**src/core/sysref_pulser_cfg.svh**
```systemverilog
// register offsets, field positions, reset values and timing counts
// assumes a 13-bit register address and 8-bit register data
`ifndef SYSREF_PULSER_CFG_SVH
`define SYSREF_PULSER_CFG_SVH

// register offsets
`define OFF_BURST_LENGTH    13'h013E
`define OFF_FEEDBACK_SELECT 13'h013F
`define OFF_POWER_DOWN      13'h0140
`define OFF_DYN_ENABLES     13'h0141
`define OFF_DYN_STEPS       13'h0142

// reset values
`define RST_BURST_LENGTH    8'h03
`define RST_FEEDBACK_SELECT 8'h00
`define RST_POWER_DOWN      8'h07
`define RST_DYN_ENABLES     8'h00
`define RST_DYN_STEPS       8'h00

// writable bits; the rest are reserved and read as zero
`define MASK_BURST_LENGTH    8'h03
`define MASK_FEEDBACK_SELECT 8'h1F
`define MASK_POWER_DOWN      8'hFF
`define MASK_DYN_ENABLES     8'hFF
`define MASK_DYN_STEPS       8'h0F

// field positions
`define POS_SYNTH_NDIV_SRC    4
`define POS_CLEANER_NDLY_SRC  3
`define POS_FB_SRC_HI         2
`define POS_FB_SRC_LO         1
`define POS_FB_POWER_ON       0
`define POS_CLEANER_PD        7
`define POS_VCO_REG_PD        6
`define POS_VCO_POWER_DOWN            5
`define POS_OSC_IN_PD         4
`define POS_GLOBAL_FR_PD      3
`define POS_FR_PD             2
`define POS_FR_DELAY_PD       1
`define POS_PULSE_GEN_PD      0
`define POS_FR_DYN_ENABLE     7

// source and mode codes
`define SRC_PULSER          2'h2
`define SRC_CONTINUOUS      2'h3
`define SYNC_MODE_ON_WRITE  2'h3

// timing counts in clock cycles
`define PULSE_HIGH_CYCLES   4
`define PULSE_LOW_CYCLES    4
`define STEP_GAP_CYCLES     8

`endif

```
**src/core/sysref_pulser_pkg.sv**
```systemverilog
// types shared by the pulser and delay control block
// assumes the cfg header provides all numeric constants
`default_nettype none

package sysref_pulser_pkg;
	typedef logic [12:0] reg_addr_t;
	typedef logic [7:0]  reg_data_t;

	// burst generator states, one-hot
	typedef enum logic [2:0] {
		BURST_IDLE = 3'b001,
		BURST_HIGH = 3'b010,
		BURST_LOW  = 3'b100
	} burst_state_e;

	// delay step sequencer states, one-hot
	typedef enum logic [2:0] {
		DELAY_IDLE = 3'b001,
		DELAY_STEP = 3'b010,
		DELAY_GAP  = 3'b100
	} delay_state_e;
endpackage

`default_nettype wire

```
**src/core/sysref_pulser_delay_ctrl.sv**
```systemverilog
// pulse burst, feedback select, power-down and dynamic delay registers
// assumes source select, sync mode and disable modes come from neighbours
`include "sysref_pulser_cfg.svh"
`default_nettype none

// Overview of operation
// - writing burst length launches a burst if pulser selected and powered and sync mode is 3
// - burst code 0,1,2,3 gives 1,2,4,8 pulses; resets to 3
// - continuous source ignores the burst count entirely
// - synthesis loop n-divider source: 0 prescaler, 1 feedback mux
// - cleaner loop n-delay source: 0 oscillator input, 1 feedback mux
// - feedback source: output 6, output 8, frame ref divider, external
// - feedback power-on bit: 0 powers mux down; host sets it for zero delay
// - bits 7..4 power down cleaner loop, vco regulator, vco, osc input
// - global bit powers down each frame ref output per its disable mode
// - frame ref power-down, reset 1, stops frame ref outputs and sync
// - delay power-down resets to 1; host clears it during sync
// - pulse generator power-down, reset 1, holds the pulser off
// - enable bit 7 is frame ref, bits 6..0 outputs 12,10,8,6,4,2,0
// - writing step count in sync mode 3 starts adjustment on every enabled output
// - step count 1 to 15 gives that many steps; 0 does nothing
// - only a serial write of step count starts adjustment
// - source 2 selects the pulser, 3 continuous frame ref
// - sync mode 3 makes a burst length write emit pulses
module sysref_pulser_delay_ctrl #(
	parameter int unsigned PULSE_HIGH = `PULSE_HIGH_CYCLES,
	parameter int unsigned PULSE_LOW  = `PULSE_LOW_CYCLES,
	parameter int unsigned STEP_GAP   = `STEP_GAP_CYCLES
) (
	input  wire logic        clk,
	input  wire logic        reset,
	input  wire logic        spiCsN,
	input  wire logic        spiSclk,
	input  wire logic        spiSdi,
	output logic             spiSdo,
	output logic             spiSdoOeN,
	input  wire logic [1:0]  frameRefSourceSelect,
	input  wire logic [1:0]  syncMode,
	input  wire logic [13:0] perOutputDisableMode,
	output logic             frameRefPulse,
	output logic             burstActive,
	output logic             synthLoopNdivSource,
	output logic             cleanerLoopNdelaySource,
	output logic [1:0]       feedbackSourceSelect,
	output logic             feedbackSelectPowerOn,
	output logic             cleanerLoopPowerDown,
	output logic             vcoRegulatorPowerDown,
	output logic             vcoPowerDown,
	output logic             oscInputPowerDown,
	output logic [6:0]       frameRefOutputPowerDown,
	output logic             frameRefPowerDown,
	output logic             syncAvailable,
	output logic             frameRefDelayPowerDown,
	output logic             pulseGeneratorPowerDown,
	output logic             frameRefDynDelayEnable,
	output logic [6:0]       outputDynDelayEnable,
	output logic             dynDelayStep,
	output logic [7:0]       dynDelayTargets,
	output logic [3:0]       dynStepsRemaining
);
	// ************************************************************
	// serial port and register file
	// ************************************************************
	sysref_pulser_pkg::reg_addr_t regAddr;
	sysref_pulser_pkg::reg_data_t wrData;
	sysref_pulser_pkg::reg_data_t rdData;
	logic                         wrStrobe;
	logic [7:0]                   burstLength;
	logic [7:0]                   feedbackSelect;
	logic [7:0]                   powerDownCtl;
	logic [7:0]                   dynEnables;
	logic [7:0]                   dynSteps;
	logic                         burstWrite;
	logic                         stepWrite;

	spi_frame_port u_port (
		.clk       (clk),
		.reset     (reset),
		.spiCsN    (spiCsN),
		.spiSclk   (spiSclk),
		.spiSdi    (spiSdi),
		.rdData    (rdData),
		.spiSdo    (spiSdo),
		.spiSdoOeN (spiSdoOeN),
		.wrStrobe  (wrStrobe),
		.regAddr   (regAddr),
		.wrData    (wrData)
	);

	// register readback; unmapped and reserved bits read zero
	function automatic logic [7:0] readReg(input logic [12:0] a);
		case (a)
			`OFF_BURST_LENGTH:    readReg = burstLength;
			`OFF_FEEDBACK_SELECT: readReg = feedbackSelect;
			`OFF_POWER_DOWN:      readReg = powerDownCtl;
			`OFF_DYN_ENABLES:     readReg = dynEnables;
			`OFF_DYN_STEPS:       readReg = dynSteps;
			default:              readReg = 8'h00;
		endcase
	endfunction

	assign rdData     = readReg(regAddr);
	assign burstWrite = wrStrobe && regAddr == `OFF_BURST_LENGTH;
	assign stepWrite  = wrStrobe && regAddr == `OFF_DYN_STEPS;

	// burst length code, reserved bits masked on write
	always_ff @(posedge clk) begin
		if (reset) begin
			burstLength <= `RST_BURST_LENGTH;
		end else if (burstWrite) begin
			burstLength <= wrData & `MASK_BURST_LENGTH;
		end
	end

	// feedback path selects
	always_ff @(posedge clk) begin
		if (reset) begin
			feedbackSelect <= `RST_FEEDBACK_SELECT;
		end else if (wrStrobe && regAddr == `OFF_FEEDBACK_SELECT) begin
			feedbackSelect <= wrData & `MASK_FEEDBACK_SELECT;
		end
	end

	// power-down controls; frame ref, delay and pulser start powered down
	always_ff @(posedge clk) begin
		if (reset) begin
			powerDownCtl <= `RST_POWER_DOWN;
		end else if (wrStrobe && regAddr == `OFF_POWER_DOWN) begin
			powerDownCtl <= wrData & `MASK_POWER_DOWN;
		end
	end

	// dynamic delay enables
	always_ff @(posedge clk) begin
		if (reset) begin
			dynEnables <= `RST_DYN_ENABLES;
		end else if (wrStrobe && regAddr == `OFF_DYN_ENABLES) begin
			dynEnables <= wrData & `MASK_DYN_ENABLES;
		end
	end

	// dynamic delay step count
	always_ff @(posedge clk) begin
		if (reset) begin
			dynSteps <= `RST_DYN_STEPS;
		end else if (stepWrite) begin
			dynSteps <= wrData & `MASK_DYN_STEPS;
		end
	end

	// ************************************************************
	// static control outputs
	// ************************************************************
	// feedback mux and loop input routing
	assign synthLoopNdivSource     = feedbackSelect[`POS_SYNTH_NDIV_SRC];
	assign cleanerLoopNdelaySource = feedbackSelect[`POS_CLEANER_NDLY_SRC];
	assign feedbackSourceSelect    =
		feedbackSelect[`POS_FB_SRC_HI:`POS_FB_SRC_LO];
	assign feedbackSelectPowerOn   = feedbackSelect[`POS_FB_POWER_ON];

	// loop and oscillator power-down, active high
	assign cleanerLoopPowerDown  = powerDownCtl[`POS_CLEANER_PD];
	assign vcoRegulatorPowerDown = powerDownCtl[`POS_VCO_REG_PD];
	assign vcoPowerDown          = powerDownCtl[`POS_VCO_POWER_DOWN];
	assign oscInputPowerDown     = powerDownCtl[`POS_OSC_IN_PD];

	// frame ref power-down; sync is unavailable while it is set
	assign frameRefPowerDown       = powerDownCtl[`POS_FR_PD];
	assign syncAvailable           = ~powerDownCtl[`POS_FR_PD];
	assign frameRefDelayPowerDown  = powerDownCtl[`POS_FR_DELAY_PD];
	assign pulseGeneratorPowerDown = powerDownCtl[`POS_PULSE_GEN_PD];

	// one global bit fans out; a zero disable mode keeps that output alive
	genvar gi;
	generate
		for (gi = 0; gi < 7; gi++) begin : g_gbl_pd
			assign frameRefOutputPowerDown[gi] =
				powerDownCtl[`POS_GLOBAL_FR_PD] &&
				perOutputDisableMode[2*gi+1 -: 2] != 2'h0;
		end
	endgenerate

	// enable bit 7 is frame ref, 6..0 map to outputs 12 down to 0
	assign frameRefDynDelayEnable = dynEnables[`POS_FR_DYN_ENABLE];
	assign outputDynDelayEnable   = dynEnables[6:0];

	// ************************************************************
	// pulse burst generator
	// ************************************************************
	sysref_pulser_pkg::burst_state_e burstState;
	logic [7:0]                      burstTimer;
	logic [3:0]                      pulsesLeft;
	logic                            pulserReady;
	logic                            burstLaunch;

	// burst length from the two-bit code
	function automatic logic [3:0] pulsesFor(input logic [1:0] code);
		pulsesFor = 4'h1 << code;
	endfunction

	// pulser must be selected, not continuous, and both supplies up
	assign pulserReady =
		frameRefSourceSelect == `SRC_PULSER &&
		!powerDownCtl[`POS_FR_PD] &&
		!powerDownCtl[`POS_PULSE_GEN_PD] &&
		syncMode == `SYNC_MODE_ON_WRITE;
	assign burstLaunch = burstWrite && pulserReady;

	// a write during a burst restarts it with the new length
	always_ff @(posedge clk) begin
		if (reset) begin
			burstState <= sysref_pulser_pkg::BURST_IDLE;
			burstTimer <= 8'h00;
			pulsesLeft <= 4'h0;
		end else if (burstLaunch) begin
			burstState <= sysref_pulser_pkg::BURST_HIGH;
			burstTimer <= 8'(PULSE_HIGH - 1);
			pulsesLeft <= pulsesFor(wrData[1:0]);
		end else if (!pulserReady) begin
			// power-down or source change aborts a running burst
			burstState <= sysref_pulser_pkg::BURST_IDLE;
			pulsesLeft <= 4'h0;
		end else begin
			case (burstState)
				sysref_pulser_pkg::BURST_IDLE: begin
					burstTimer <= 8'h00;
				end
				sysref_pulser_pkg::BURST_HIGH: begin
					if (burstTimer != 8'h00) begin
						burstTimer <= burstTimer - 8'h01;
					end else if (pulsesLeft == 4'h1) begin
						pulsesLeft <= 4'h0;
						burstState <= sysref_pulser_pkg::BURST_IDLE;
					end else begin
						pulsesLeft <= pulsesLeft - 4'h1;
						burstTimer <= 8'(PULSE_LOW - 1);
						burstState <= sysref_pulser_pkg::BURST_LOW;
					end
				end
				sysref_pulser_pkg::BURST_LOW: begin
					if (burstTimer != 8'h00) begin
						burstTimer <= burstTimer - 8'h01;
					end else begin
						burstTimer <= 8'(PULSE_HIGH - 1);
						burstState <= sysref_pulser_pkg::BURST_HIGH;
					end
				end
				default: begin
					burstState <= sysref_pulser_pkg::BURST_IDLE;
				end
			endcase
		end
	end

	assign frameRefPulse = burstState[1];
	assign burstActive   = ~burstState[0];

	// ************************************************************
	// dynamic delay step sequencer
	// ************************************************************
	sysref_pulser_pkg::delay_state_e delayState;
	logic [7:0]                      gapTimer;
	logic                            delayStart;

	// only the serial write starts it; zero steps means no adjustment
	assign delayStart = stepWrite && wrData[3:0] != 4'h0 &&
		syncMode == `SYNC_MODE_ON_WRITE;

	// one step pulse per requested step, targets latched at start
	always_ff @(posedge clk) begin
		if (reset) begin
			delayState        <= sysref_pulser_pkg::DELAY_IDLE;
			gapTimer          <= 8'h00;
			dynStepsRemaining <= 4'h0;
			dynDelayTargets   <= 8'h00;
		end else if (delayStart) begin
			delayState        <= sysref_pulser_pkg::DELAY_STEP;
			dynStepsRemaining <= wrData[3:0];
			dynDelayTargets   <= dynEnables;
		end else begin
			case (delayState)
				sysref_pulser_pkg::DELAY_IDLE: begin
					gapTimer <= 8'h00;
				end
				sysref_pulser_pkg::DELAY_STEP: begin
					dynStepsRemaining <= dynStepsRemaining - 4'h1;
					if (dynStepsRemaining == 4'h1) begin
						delayState <= sysref_pulser_pkg::DELAY_IDLE;
					end else begin
						gapTimer   <= 8'(STEP_GAP - 1);
						delayState <= sysref_pulser_pkg::DELAY_GAP;
					end
				end
				sysref_pulser_pkg::DELAY_GAP: begin
					if (gapTimer != 8'h00) begin
						gapTimer <= gapTimer - 8'h01;
					end else begin
						delayState <= sysref_pulser_pkg::DELAY_STEP;
					end
				end
				default: begin
					delayState <= sysref_pulser_pkg::DELAY_IDLE;
				end
			endcase
		end
	end

	assign dynDelayStep = delayState[1];
endmodule

`default_nettype wire

```
**src/core/spi_frame_port.sv**
```systemverilog
// serial register port: 24-bit frames, read/write bit, 13-bit address, data
// assumes the serial pins are synchronous to clk and sclk is much slower
`default_nettype none

module spi_frame_port (
	input  wire logic                       clk,
	input  wire logic                       reset,
	input  wire logic                       spiCsN,
	input  wire logic                       spiSclk,
	input  wire logic                       spiSdi,
	input  wire sysref_pulser_pkg::reg_data_t rdData,
	output logic                            spiSdo,
	output logic                            spiSdoOeN,
	output logic                            wrStrobe,
	output sysref_pulser_pkg::reg_addr_t    regAddr,
	output sysref_pulser_pkg::reg_data_t    wrData
);
	logic        sclkPrev;
	logic [4:0]  bitCount;
	logic [22:0] shiftIn;
	logic        isRead;
	logic [7:0]  shiftOut;
	logic        sclkRise;
	logic        sclkFall;
	logic        inFrame;

	assign sclkRise = spiSclk & ~sclkPrev;
	assign sclkFall = ~spiSclk & sclkPrev;
	assign inFrame  = ~spiCsN & (bitCount < 5'd24);

	// edge detection on the serial clock
	always_ff @(posedge clk) begin
		sclkPrev <= reset ? 1'b0 : spiSclk;
	end

	// bit counter, restarted whenever chip select is released
	always_ff @(posedge clk) begin
		if (reset || spiCsN) begin
			bitCount <= 5'd0;
		end else if (sclkRise && inFrame) begin
			bitCount <= bitCount + 5'd1;
		end
	end

	// incoming shift register and read flag
	always_ff @(posedge clk) begin
		if (reset || spiCsN) begin
			shiftIn <= 23'h0;
			isRead  <= 1'b0;
		end else if (sclkRise && inFrame) begin
			shiftIn <= {shiftIn[21:0], spiSdi};
			if (bitCount == 5'd0) begin
				isRead <= spiSdi;
			end
		end
	end

	// address is complete on the sixteenth bit
	always_ff @(posedge clk) begin
		if (reset) begin
			regAddr <= 13'h0000;
		end else if (sclkRise && inFrame && bitCount == 5'd15) begin
			regAddr <= {shiftIn[11:0], spiSdi};
		end
	end

	// write strobe only on a full frame; a short frame writes nothing
	always_ff @(posedge clk) begin
		if (reset) begin
			wrStrobe <= 1'b0;
			wrData   <= 8'h00;
		end else begin
			wrStrobe <= sclkRise && inFrame && bitCount == 5'd23 && !isRead;
			if (sclkRise && inFrame && bitCount == 5'd23) begin
				wrData <= {shiftIn[6:0], spiSdi};
			end
		end
	end

	// read data shifted out on falling edges, msb first
	always_ff @(posedge clk) begin
		if (reset) begin
			shiftOut <= 8'h00;
		end else if (sclkFall && isRead && bitCount == 5'd16) begin
			shiftOut <= rdData;
		end else if (sclkFall && isRead && bitCount > 5'd16) begin
			shiftOut <= {shiftOut[6:0], 1'b0};
		end
	end

	assign spiSdo    = shiftOut[7];
	assign spiSdoOeN = ~(~spiCsN & isRead & (bitCount >= 5'd16));
endmodule

`default_nettype wire

```
**config.mk**
```make
export PLATFORM = sky130hd
export DESIGN_NAME = sysref_pulser_delay_ctrl
export DESIGN_NICKNAME = d
export VERILOG_FILES = /design/src/core/sysref_pulser_pkg.sv /design/src/core/sysref_pulser_delay_ctrl.sv /design/src/core/spi_frame_port.sv
export VERILOG_INCLUDE_DIRS = /design/src /design/src/core
export SDC_FILE = /design/constraint.sdc
export NUM_CORES = 1
export LEC_CHECK = 0
export BUFFER_PORTS_ARGS = -buffer_cell sky130_fd_sc_hd__buf_2
export CAP_MARGIN = 20
export CORE_MARGIN = 3
export CORE_UTILIZATION = 52
export DETAILED_ROUTE_END_ITERATION = 8
export PLACE_DENSITY = 0.75
export SKIP_LAST_GASP = 1
export SLEW_MARGIN = 0
export SYNTH_ARGS = -nofsm -noshare
export SYNTH_HDL_FRONTEND = slang
export SYNTH_HIERARCHICAL = 1
export SYNTH_SLANG_ARGS = --single-unit
export TNS_END_PERCENT = 20
```
**constraint.sdc**
```tcl
create_clock -name clk -period 2.2 [get_ports clk]
set_input_delay 0.22 -clock clk [delete_from_list [all_inputs] [get_ports clk]]
set_output_delay 0.22 -clock clk [all_outputs]
set_load 0.1 [all_outputs]
```
==> results of run 1 <==
layer usage:
metal,vias to the layer above,wire (um),GRT usage
li1,2427,-,-
met1,2386,6220,0.306
met2,152,6950,0.388
met3,22,687,0.0507
met4,0,216,0.108
met5,-,0,0
cells in the mapped netlist (3+ instances only):
master    instances  area share
nor3_1           14       0.013
buf_4             4      0.0055
nand4_1          12       0.014
o31ai_1           4      0.0055
inv_1            21       0.014
nand3_1          25       0.023
a311oi_1          7       0.011
buf_2             9      0.0082
nor2_1           46       0.032
nor4_1            4      0.0046
nor4b_1           3      0.0048
or3_1             4      0.0046
mux2i_1          52       0.095
and2_1            3      0.0034
nand2b_1         42       0.048
ha_1             11       0.025
nand3b_1          3      0.0041
a21oi_1          46       0.042
a222oi_1          3      0.0055
nand2_1          75       0.052
o21ai_0          10      0.0092
o21a_1            9       0.012
a211oi_1          5      0.0069
a22o_1            3      0.0048
and3_1            6      0.0069
or4_1             8       0.011
clkbuf_1         24       0.016
xor2_1            7       0.011
a221o_1           3      0.0055
nor3b_1           7      0.0096
o41ai_1           3      0.0048
dfxtp_1         114        0.42
o311ai_0          4      0.0064
worst max-delay path by stage:
stage | slack (ps) | cells past startpoint | from | to
finish | -50 | 8 | u_port/regAddr[2] | u_port/shiftOut[2]
global route | -90 | 9 | u_port/regAddr[2] | u_port/shiftOut[4]
CTS | -2 | 6 | u_port/regAddr[2] | powerDownCtl[2]
detailed placement | -90 | 7 | u_port/regAddr[2] | u_port/shiftOut[1]
global placement | -8 | 7 | u_port/regAddr[2] | u_port/shiftOut[1]
floorplan | -70 | 8 | u_port/regAddr[2] | u_port/shiftOut[2]
power by group through the flow:
stage	Clock, mW	Sequential (mW)	Combinational (mW)
global route	2.94	2.07	0.119
detailed placement	0	2.12	0.105
CTS	2.84	2.07	0.108
floorplan	0	2.11	0.0634
finish	2.82	2.07	0.108
global placement	0	2.12	0.103
cell type report:
class | count | share of cell area
clock inverter | 11 | 0.0224
multi-input combinational | 454 | 0.436
tap | 133 | 0.0245
timing repair buffer | 109 | 0.101
clock buffer | 21 | 0.0675
sequential | 114 | 0.336
inverter | 21 | 0.0116
kinds of logic after synthesis:
group	share of synthesized area
adders and majority gates	0.0252
buffers and inverters	0.0467
AOI/OAI and AO/OA	0.144
and+or+nand+nor	0.256
muxes	0.0953
xor gates and xnor gates	0.0144
DFF	0.418
state kept, by name, summed over array words and instances (netlist names), 5 cells and up:
signal	cells
u_port/regAddr	13
u_port/shiftIn	12
burstTimer	8
dynDelayTargets	8
dynEnables	8
gapTimer	8
powerDownCtl	8
u_port/shiftOut	8
u_port/wrData	8
feedbackSelect	5
u_port/bitCount	5
metrics by stage:
stage | util | hold slack, ps | instances | setup TNS, ps | cell area (sq um)
after detailed placement | 0.604 | 445 | 819 | -88.0 | 6040
after global placement | 0.604 | 441 | 819 | -7.97 | 6040
after CTS | 0.668 | 2.28 | 854 | -2.57 | 6680
after global routing | 0.680 | 37.8 | 863 | -782 | 6800
after floorplan | - | 348 | 627 | -533 | 5460
final | 0.680 | 7.91 | 863 | -60.8 | 6800
worst register-to-register path: cells and delay by family (launching register included):
kind                   cells  cell delay (ps)
flip-flops                 1              320
AO/OA/AOI/OAI              2              390
AND/OR/NAND/NOR            5             1280
buffers and inverters      1              170
timing repair:
action,in CTS,in global routing
endpoints found under the hold margin,1,0
endpoints found under the setup margin,5,17
setup buffers,2,8
gates resized for setup,1,13
cloned,0,1
hold buffers,1,0
pin swaps,1,5
placed cells by master (no fill, tap or decap), drive strengths merged, types with 4 or more instances in the layout:
master | Yosys | final
nor4 | 6 | 6
or3 | 4 | 4
inv | 21 | 22
buf | 14 | 108
nor3 | 14 | 14
nand3 | 25 | 25
and3 | 6 | 6
o311ai | 4 | 4
nor3b | 8 | 8
nand2b | 42 | 42
nand4 | 12 | 12
nor2 | 47 | 47
a311oi | 7 | 7
ha | 11 | 11
a211oi | 6 | 6
clkbuf | 24 | 21
o21ai | 10 | 10
o31ai | 4 | 4
o21a | 9 | 9
xor2 | 7 | 7
dfxtp | 114 | 114
clkinv | 0 | 4
nand2 | 75 | 75
a21oi | 46 | 46
or4 | 8 | 8
mux2i | 52 | 52
==> out/metrics.csv, run 1 <==
stage;metric;value;unit
route;viasPerCell;5.78;
clock_tree;cts-root-buf;clkbuf_8;
synth;ys_seq_area_frac;0.418;
floorplanning;fp-row-count;36;
worst_setup_path;worst_path_largest_cell_delay;560;ps
floorplanning;dieArea;0.0118;sq mm
pwr;pwr-share-seq;0.415;
floorplanning;die_h;108;um
timing;final_hold_viol_count;0;
timing;worst_pin_slew;727;ps
cells_and_area;fin_nets;751;
pwr;powerDensity;735;mW/mm^2
floorplanning;core_area;0.0100;sq mm
clock_tree;clkTransAtPathRegs;60;ps
synth;synth_fp_nets;661;
synth;synth_warnings;6;
pwr;power_switching;1.06;mW
route;drc;0;
global_route;first_global_vias;4720;
clock_tree;htree_num_levels;4;
route;firstDrtPassIters;6;
worst_hold_path;hold-path-endpoint;u_port/isRead;
synth;syn_inst;627;
synth;yosysUniqueCellTypes;62;
route;dr_total_vias;4987;
synth;synth-edff-count;0;
timing;fmax;444;MHz
cells_and_area;multi_input_area;0.00297;sq mm
route;wl;14100;um
global_route;antenna_found_initial;0;
worst_setup_path;cp.arrival;2690;ps
pwr;ir_drop;0.000477;V
cells_and_area;regArea;0.00229;sq mm
floorplanning;start_util;0.546;
worst_setup_path;worstSetupStartpointType;flop;
timing;setup_ws;-52.5;ps
cells_and_area;fillerInstances;767;
clock_tree;clockBufferDepth;2;
floorplanning;dieWidth;108;um
worst_setup_path;timing.rr.start;u_port/regAddr[2];
worst_hold_path;holdPathStages;3;
global_route;track_usage;0.240;
run;cap_violations;0;
worst_setup_path;path_buf_inv;1;
synth;avgSynthCellArea;8.71;sq um
global_route;grt_max_degree;32;
placed_design;dp_slack;-88.0;ps
placed_design;dp_hpwl;9540;um
timing;rsz0062_at_grt;true;
timing;skew;10.6;ps
worst_hold_path;min_from;spiSdi;
pwr;p_total;5.00;mW
clock_tree;cts_buffers;17;
worst_setup_path;end_kind;flop;
floorplanning;ioPinCount;68;
pwr;pwr-share-comb;0.022;
worst_setup_path;reg2regPathDepth;8;
worst_setup_path;cp_cell_sequence;or4b_4 -> or3_4 -> nor3_4 -> buf_4 -> a222oi_1 -> nand2_1 -> nand3_1 -> a311oi_2;
synth;synth_area;0.00546;sq mm
cells_and_area;layout-drive-gt1-share;0.221;
route;routedWlPerCell;16.3;um
timing;period_share;1.02;
timing;slew_headroom;0.515;
pwr;p_sw_frac;0.213;
worst_setup_path;critical_path.top_delay_family;simple AND/OR/NAND/NOR gates;
route;ant_nets;0;
timing;setup_viol_count_final;3;
worst_setup_path;cp_data_required_time;2630;ps
synth;synth_seq_cells;114;
worst_setup_path;critPathMaxFanout;5;
worst_setup_path;reg2reg_setup_slack;-50;ps
cells_and_area;num_antenna_cells;0;
worst_hold_path;hp-class;input pin to flop;
pwr;p_leak;2.77;nW
clock_tree;clk_latency;530;ps
clock_tree;cts_tree;yes;
cells_and_area;syn_to_final_growth;24.5;%
route;first_iter_violations;420;
placed_design;gp_congestion;0.901;
placed_design;placement.io_buffers;67;
global_route;grt_pass1_wl;22400;um
worst_setup_path;r2r_end;u_port/shiftOut[2];
synth;synthFlopType;dfxtp_1;
global_route;gr-total-overflow;0;
timing;slew_violations;0;
timing;layout_min_cycle_time;2250;ps
status;violations;setup timing;
synth;async_flop_share;0;
worst_setup_path;crit_type;flop to flop;
clock_tree;cts_sinks;114;
status;status;finished with violations;
worst_setup_path;slowest_stage;or4b_4;
pwr;p_int;3.93;mW
pwr;pwr-share-clk;0.564;
Power figures use the tool's default switching activity.
==> run 2: changes to the inputs <==
==> constraint.sdc (replaced) <==
create_clock -name clk -period 2.2 [get_ports clk]
set_input_delay 0.33 -clock clk [delete_from_list [all_inputs] [get_ports clk]]
set_output_delay 0.33 -clock clk [all_outputs]
set_load 0.1 [all_outputs]
==> run 2 against run 1 <==
Power grew 0.11%. Non-clock buffer count shrank 1. Critical path depth is the same. The run now ends clean.
==> out/metrics.csv, run 2 (synthesized netlist as in run 1, its figures left out) <==
stage;metric;value;unit;change
status;status;completed;;
floorplanning;dieWidth;108;um;unchanged
cells_and_area;top_register;u_port/regAddr;;
placed_design;placement.io_buffers;67;;unchanged
pwr;ir_drop;0.000541;V;+14%
cells_and_area;finalNonFillerCells;862;;-0.12%
clock_tree;htree_num_levels;4;;unchanged
cells_and_area;final_common_cell;dfxtp_1;;
clock_tree;clockBufferDepth;2;;unchanged
clock_tree;clkTransAtPathRegs;60;ps;about the same
worst_setup_path;worst_path_largest_cell_delay;530;ps;-30 ps
clock_tree;cts_buffers;17;;unchanged
cells_and_area;syn_to_final_growth;24.4;%;about the same
cells_and_area;fin_nets;750;;-0.13%
floorplanning;fp-row-count;36;;unchanged
global_route;grt_pass1_wl;22300;um;-0.62%
route;ant_nets;0;;unchanged
route;routedWlPerCell;15.9;um;-2.7%
timing;final_hold_viol_count;0;;unchanged
pwr;p_total;5.00;mW;+0.11%
floorplanning;core_area;0.0100;sq mm;unchanged
worst_setup_path;end_kind;flop;;
cells_and_area;mostFrequentLayoutCells;110 x dfxtp_1, 75 x nand2_1, 67 x buf_2, 52 x mux2i_1, 46 x a21oi_1;;
clock_tree;cts-root-buf;clkbuf_8;;
timing;setup_ws;0.354;ps;+52.8 ps
route;viasPerCell;5.74;;-0.63%
worst_setup_path;cp.arrival;2620;ps;-70 ps
worst_setup_path;cp_data_required_time;2620;ps;about the same
clock_tree;cts_tree;yes;;
global_route;track_usage;0.236;;-0.00310
cells_and_area;layout-drive-gt1-share;0.224;;+0.00305
worst_setup_path;cp_cell_sequence;or4b_4 -> or3_4 -> nor3_4 -> buf_4 -> buf_6 -> a221o_1 -> nand3_2 -> a311oi_1;;
worst_hold_path;hp-class;input pin to flop;;
timing;period_share;1.00;;-0.0240
route;firstDrtPassIters;8;;+2
worst_setup_path;path_buf_inv;2;;+1
worst_setup_path;slowest_stage;or4b_4;;
cells_and_area;num_antenna_cells;0;;unchanged
clock_tree;cts_sinks;114;;unchanged
cells_and_area;largest_reg_flops;13;;unchanged
timing;setup_viol_count_final;0;;-3
pwr;powerDensity;736;mW/mm^2;+0.21%
timing;worst_pin_slew;748;ps;+20.9 ps
worst_setup_path;critical_path.top_delay_family;simple AND/OR/NAND/NOR gates;;
placed_design;gp_congestion;0.915;;+1.6%
floorplanning;ioPinCount;68;;unchanged
worst_setup_path;worstSetupStartpointType;flop;;
route;first_iter_violations;357;;-15%
timing;fmax;455;MHz;+2.4%
timing;slew_headroom;0.499;;-0.0154
global_route;first_global_vias;4718;;-0.042%
pwr;p_leak;2.78;nW;+0.14%
timing;layout_min_cycle_time;2200;ps;-52.8 ps
timing;tns;0;ps;+60.8 ps
timing;rsz0062_at_grt;true;;
global_route;gr-total-overflow;0;;unchanged
worst_setup_path;critPathMaxFanout;4;;-1
route;dr_total_vias;4950;;-0.74%
cells_and_area;fillerInstances;796;;+3.8%
cells_and_area;largest_registers;u_port/regAddr: 13 flops, u_port/shiftIn: 12 flops;;
cells_and_area;design_area;0.00679;sq mm;about the same
placed_design;dp.cells;821;;+0.24%
timing;skew;8.76;ps;-1.79 ps
global_route;grt_max_degree;28;;-13%
route;wl;13700;um;-2.8%
route;drc;0;;unchanged
placed_design;dp_slack;-89.2;ps;-1.26 ps
floorplanning;dieArea;0.0118;sq mm;unchanged
placed_design;dp_hpwl;9550;um;+0.14%
timing;slew_violations;0;;unchanged
floorplanning;start_util;0.546;;unchanged
run;cap_violations;0;;unchanged
global_route;antenna_found_initial;0;;unchanged
placed_design;place_area;0.00605;sq mm;+0.25%
floorplanning;die_h;108;um;unchanged
worst_setup_path;crit_type;flop to flop;;
clock_tree;clk_latency;510;ps;-20 ps
[run 2: worst paths after layout]
kind	start	end	slack [ps]	depth (start not counted)
setup reg to reg	u_port/regAddr[5]	u_port/shiftOut[1]	0.4	8
setup / recovery	u_port/regAddr[5]	u_port/shiftOut[1]	0.4	8
hold reg to reg	dynDelayTargets[7]	dynDelayTargets[7]	450	2
hold / removal	spiSclk	u_port/sclkPrev	70	2
[run 2: report_power, final]
| part | internal, mW | switching [mW] |
|---|---|---|
| clock | 1.87 | 0.958 |
| combinational | 0.0438 | 0.0624 |
| sequential | 2.07 | 0.00325 |
[run 2: final cells by class]
class,count,area [sq um],area share
inverters,21,78.8,0.0116
clock inverters,13,185,0.0273
clock buffers,19,432,0.0635
well taps,133,166,0.0245
multi-input cells,454,2970,0.437
flip-flops and latches,114,2290,0.337
repair buffers,108,676,0.0994
[run 2: worst register-to-register path, delay by kind of cell, from the launching register on]
kind            cells  cell delay, ps
buf+inv             2             250
flops               1             310
compound gates      2             430
simple gates        4            1120
[run 2: layer usage]
metal | up-vias | part of all wire | global-route usage
li1 | 2409 | - | -
met1 | 2340 | 0.44 | 0.304
met2 | 182 | 0.49 | 0.387
met3 | 19 | 0.050 | 0.0573
met4 | 0 | 0.015 | 0.0839
met5 | - | 0 | 0
[run 2: what timing repair did]
action / 4_1_cts / 5_1_grt
buffers inserted: 3 / 5
endpoints found under the hold margin: 0 / 0
resized for setup: 7 / 9
endpoints found under the setup margin: 7 / 27
pin swaps: 3 / 6
cloned: 1 / 0
hold buffers: 0 / 0
[run 2: stage by stage]
stage               hold slack (ps)   util
floorplan                       435      -
global placement                439  0.605
detailed placement              449  0.605
CTS                            46.0  0.672
global route                   61.2  0.679
finish                         66.2  0.679
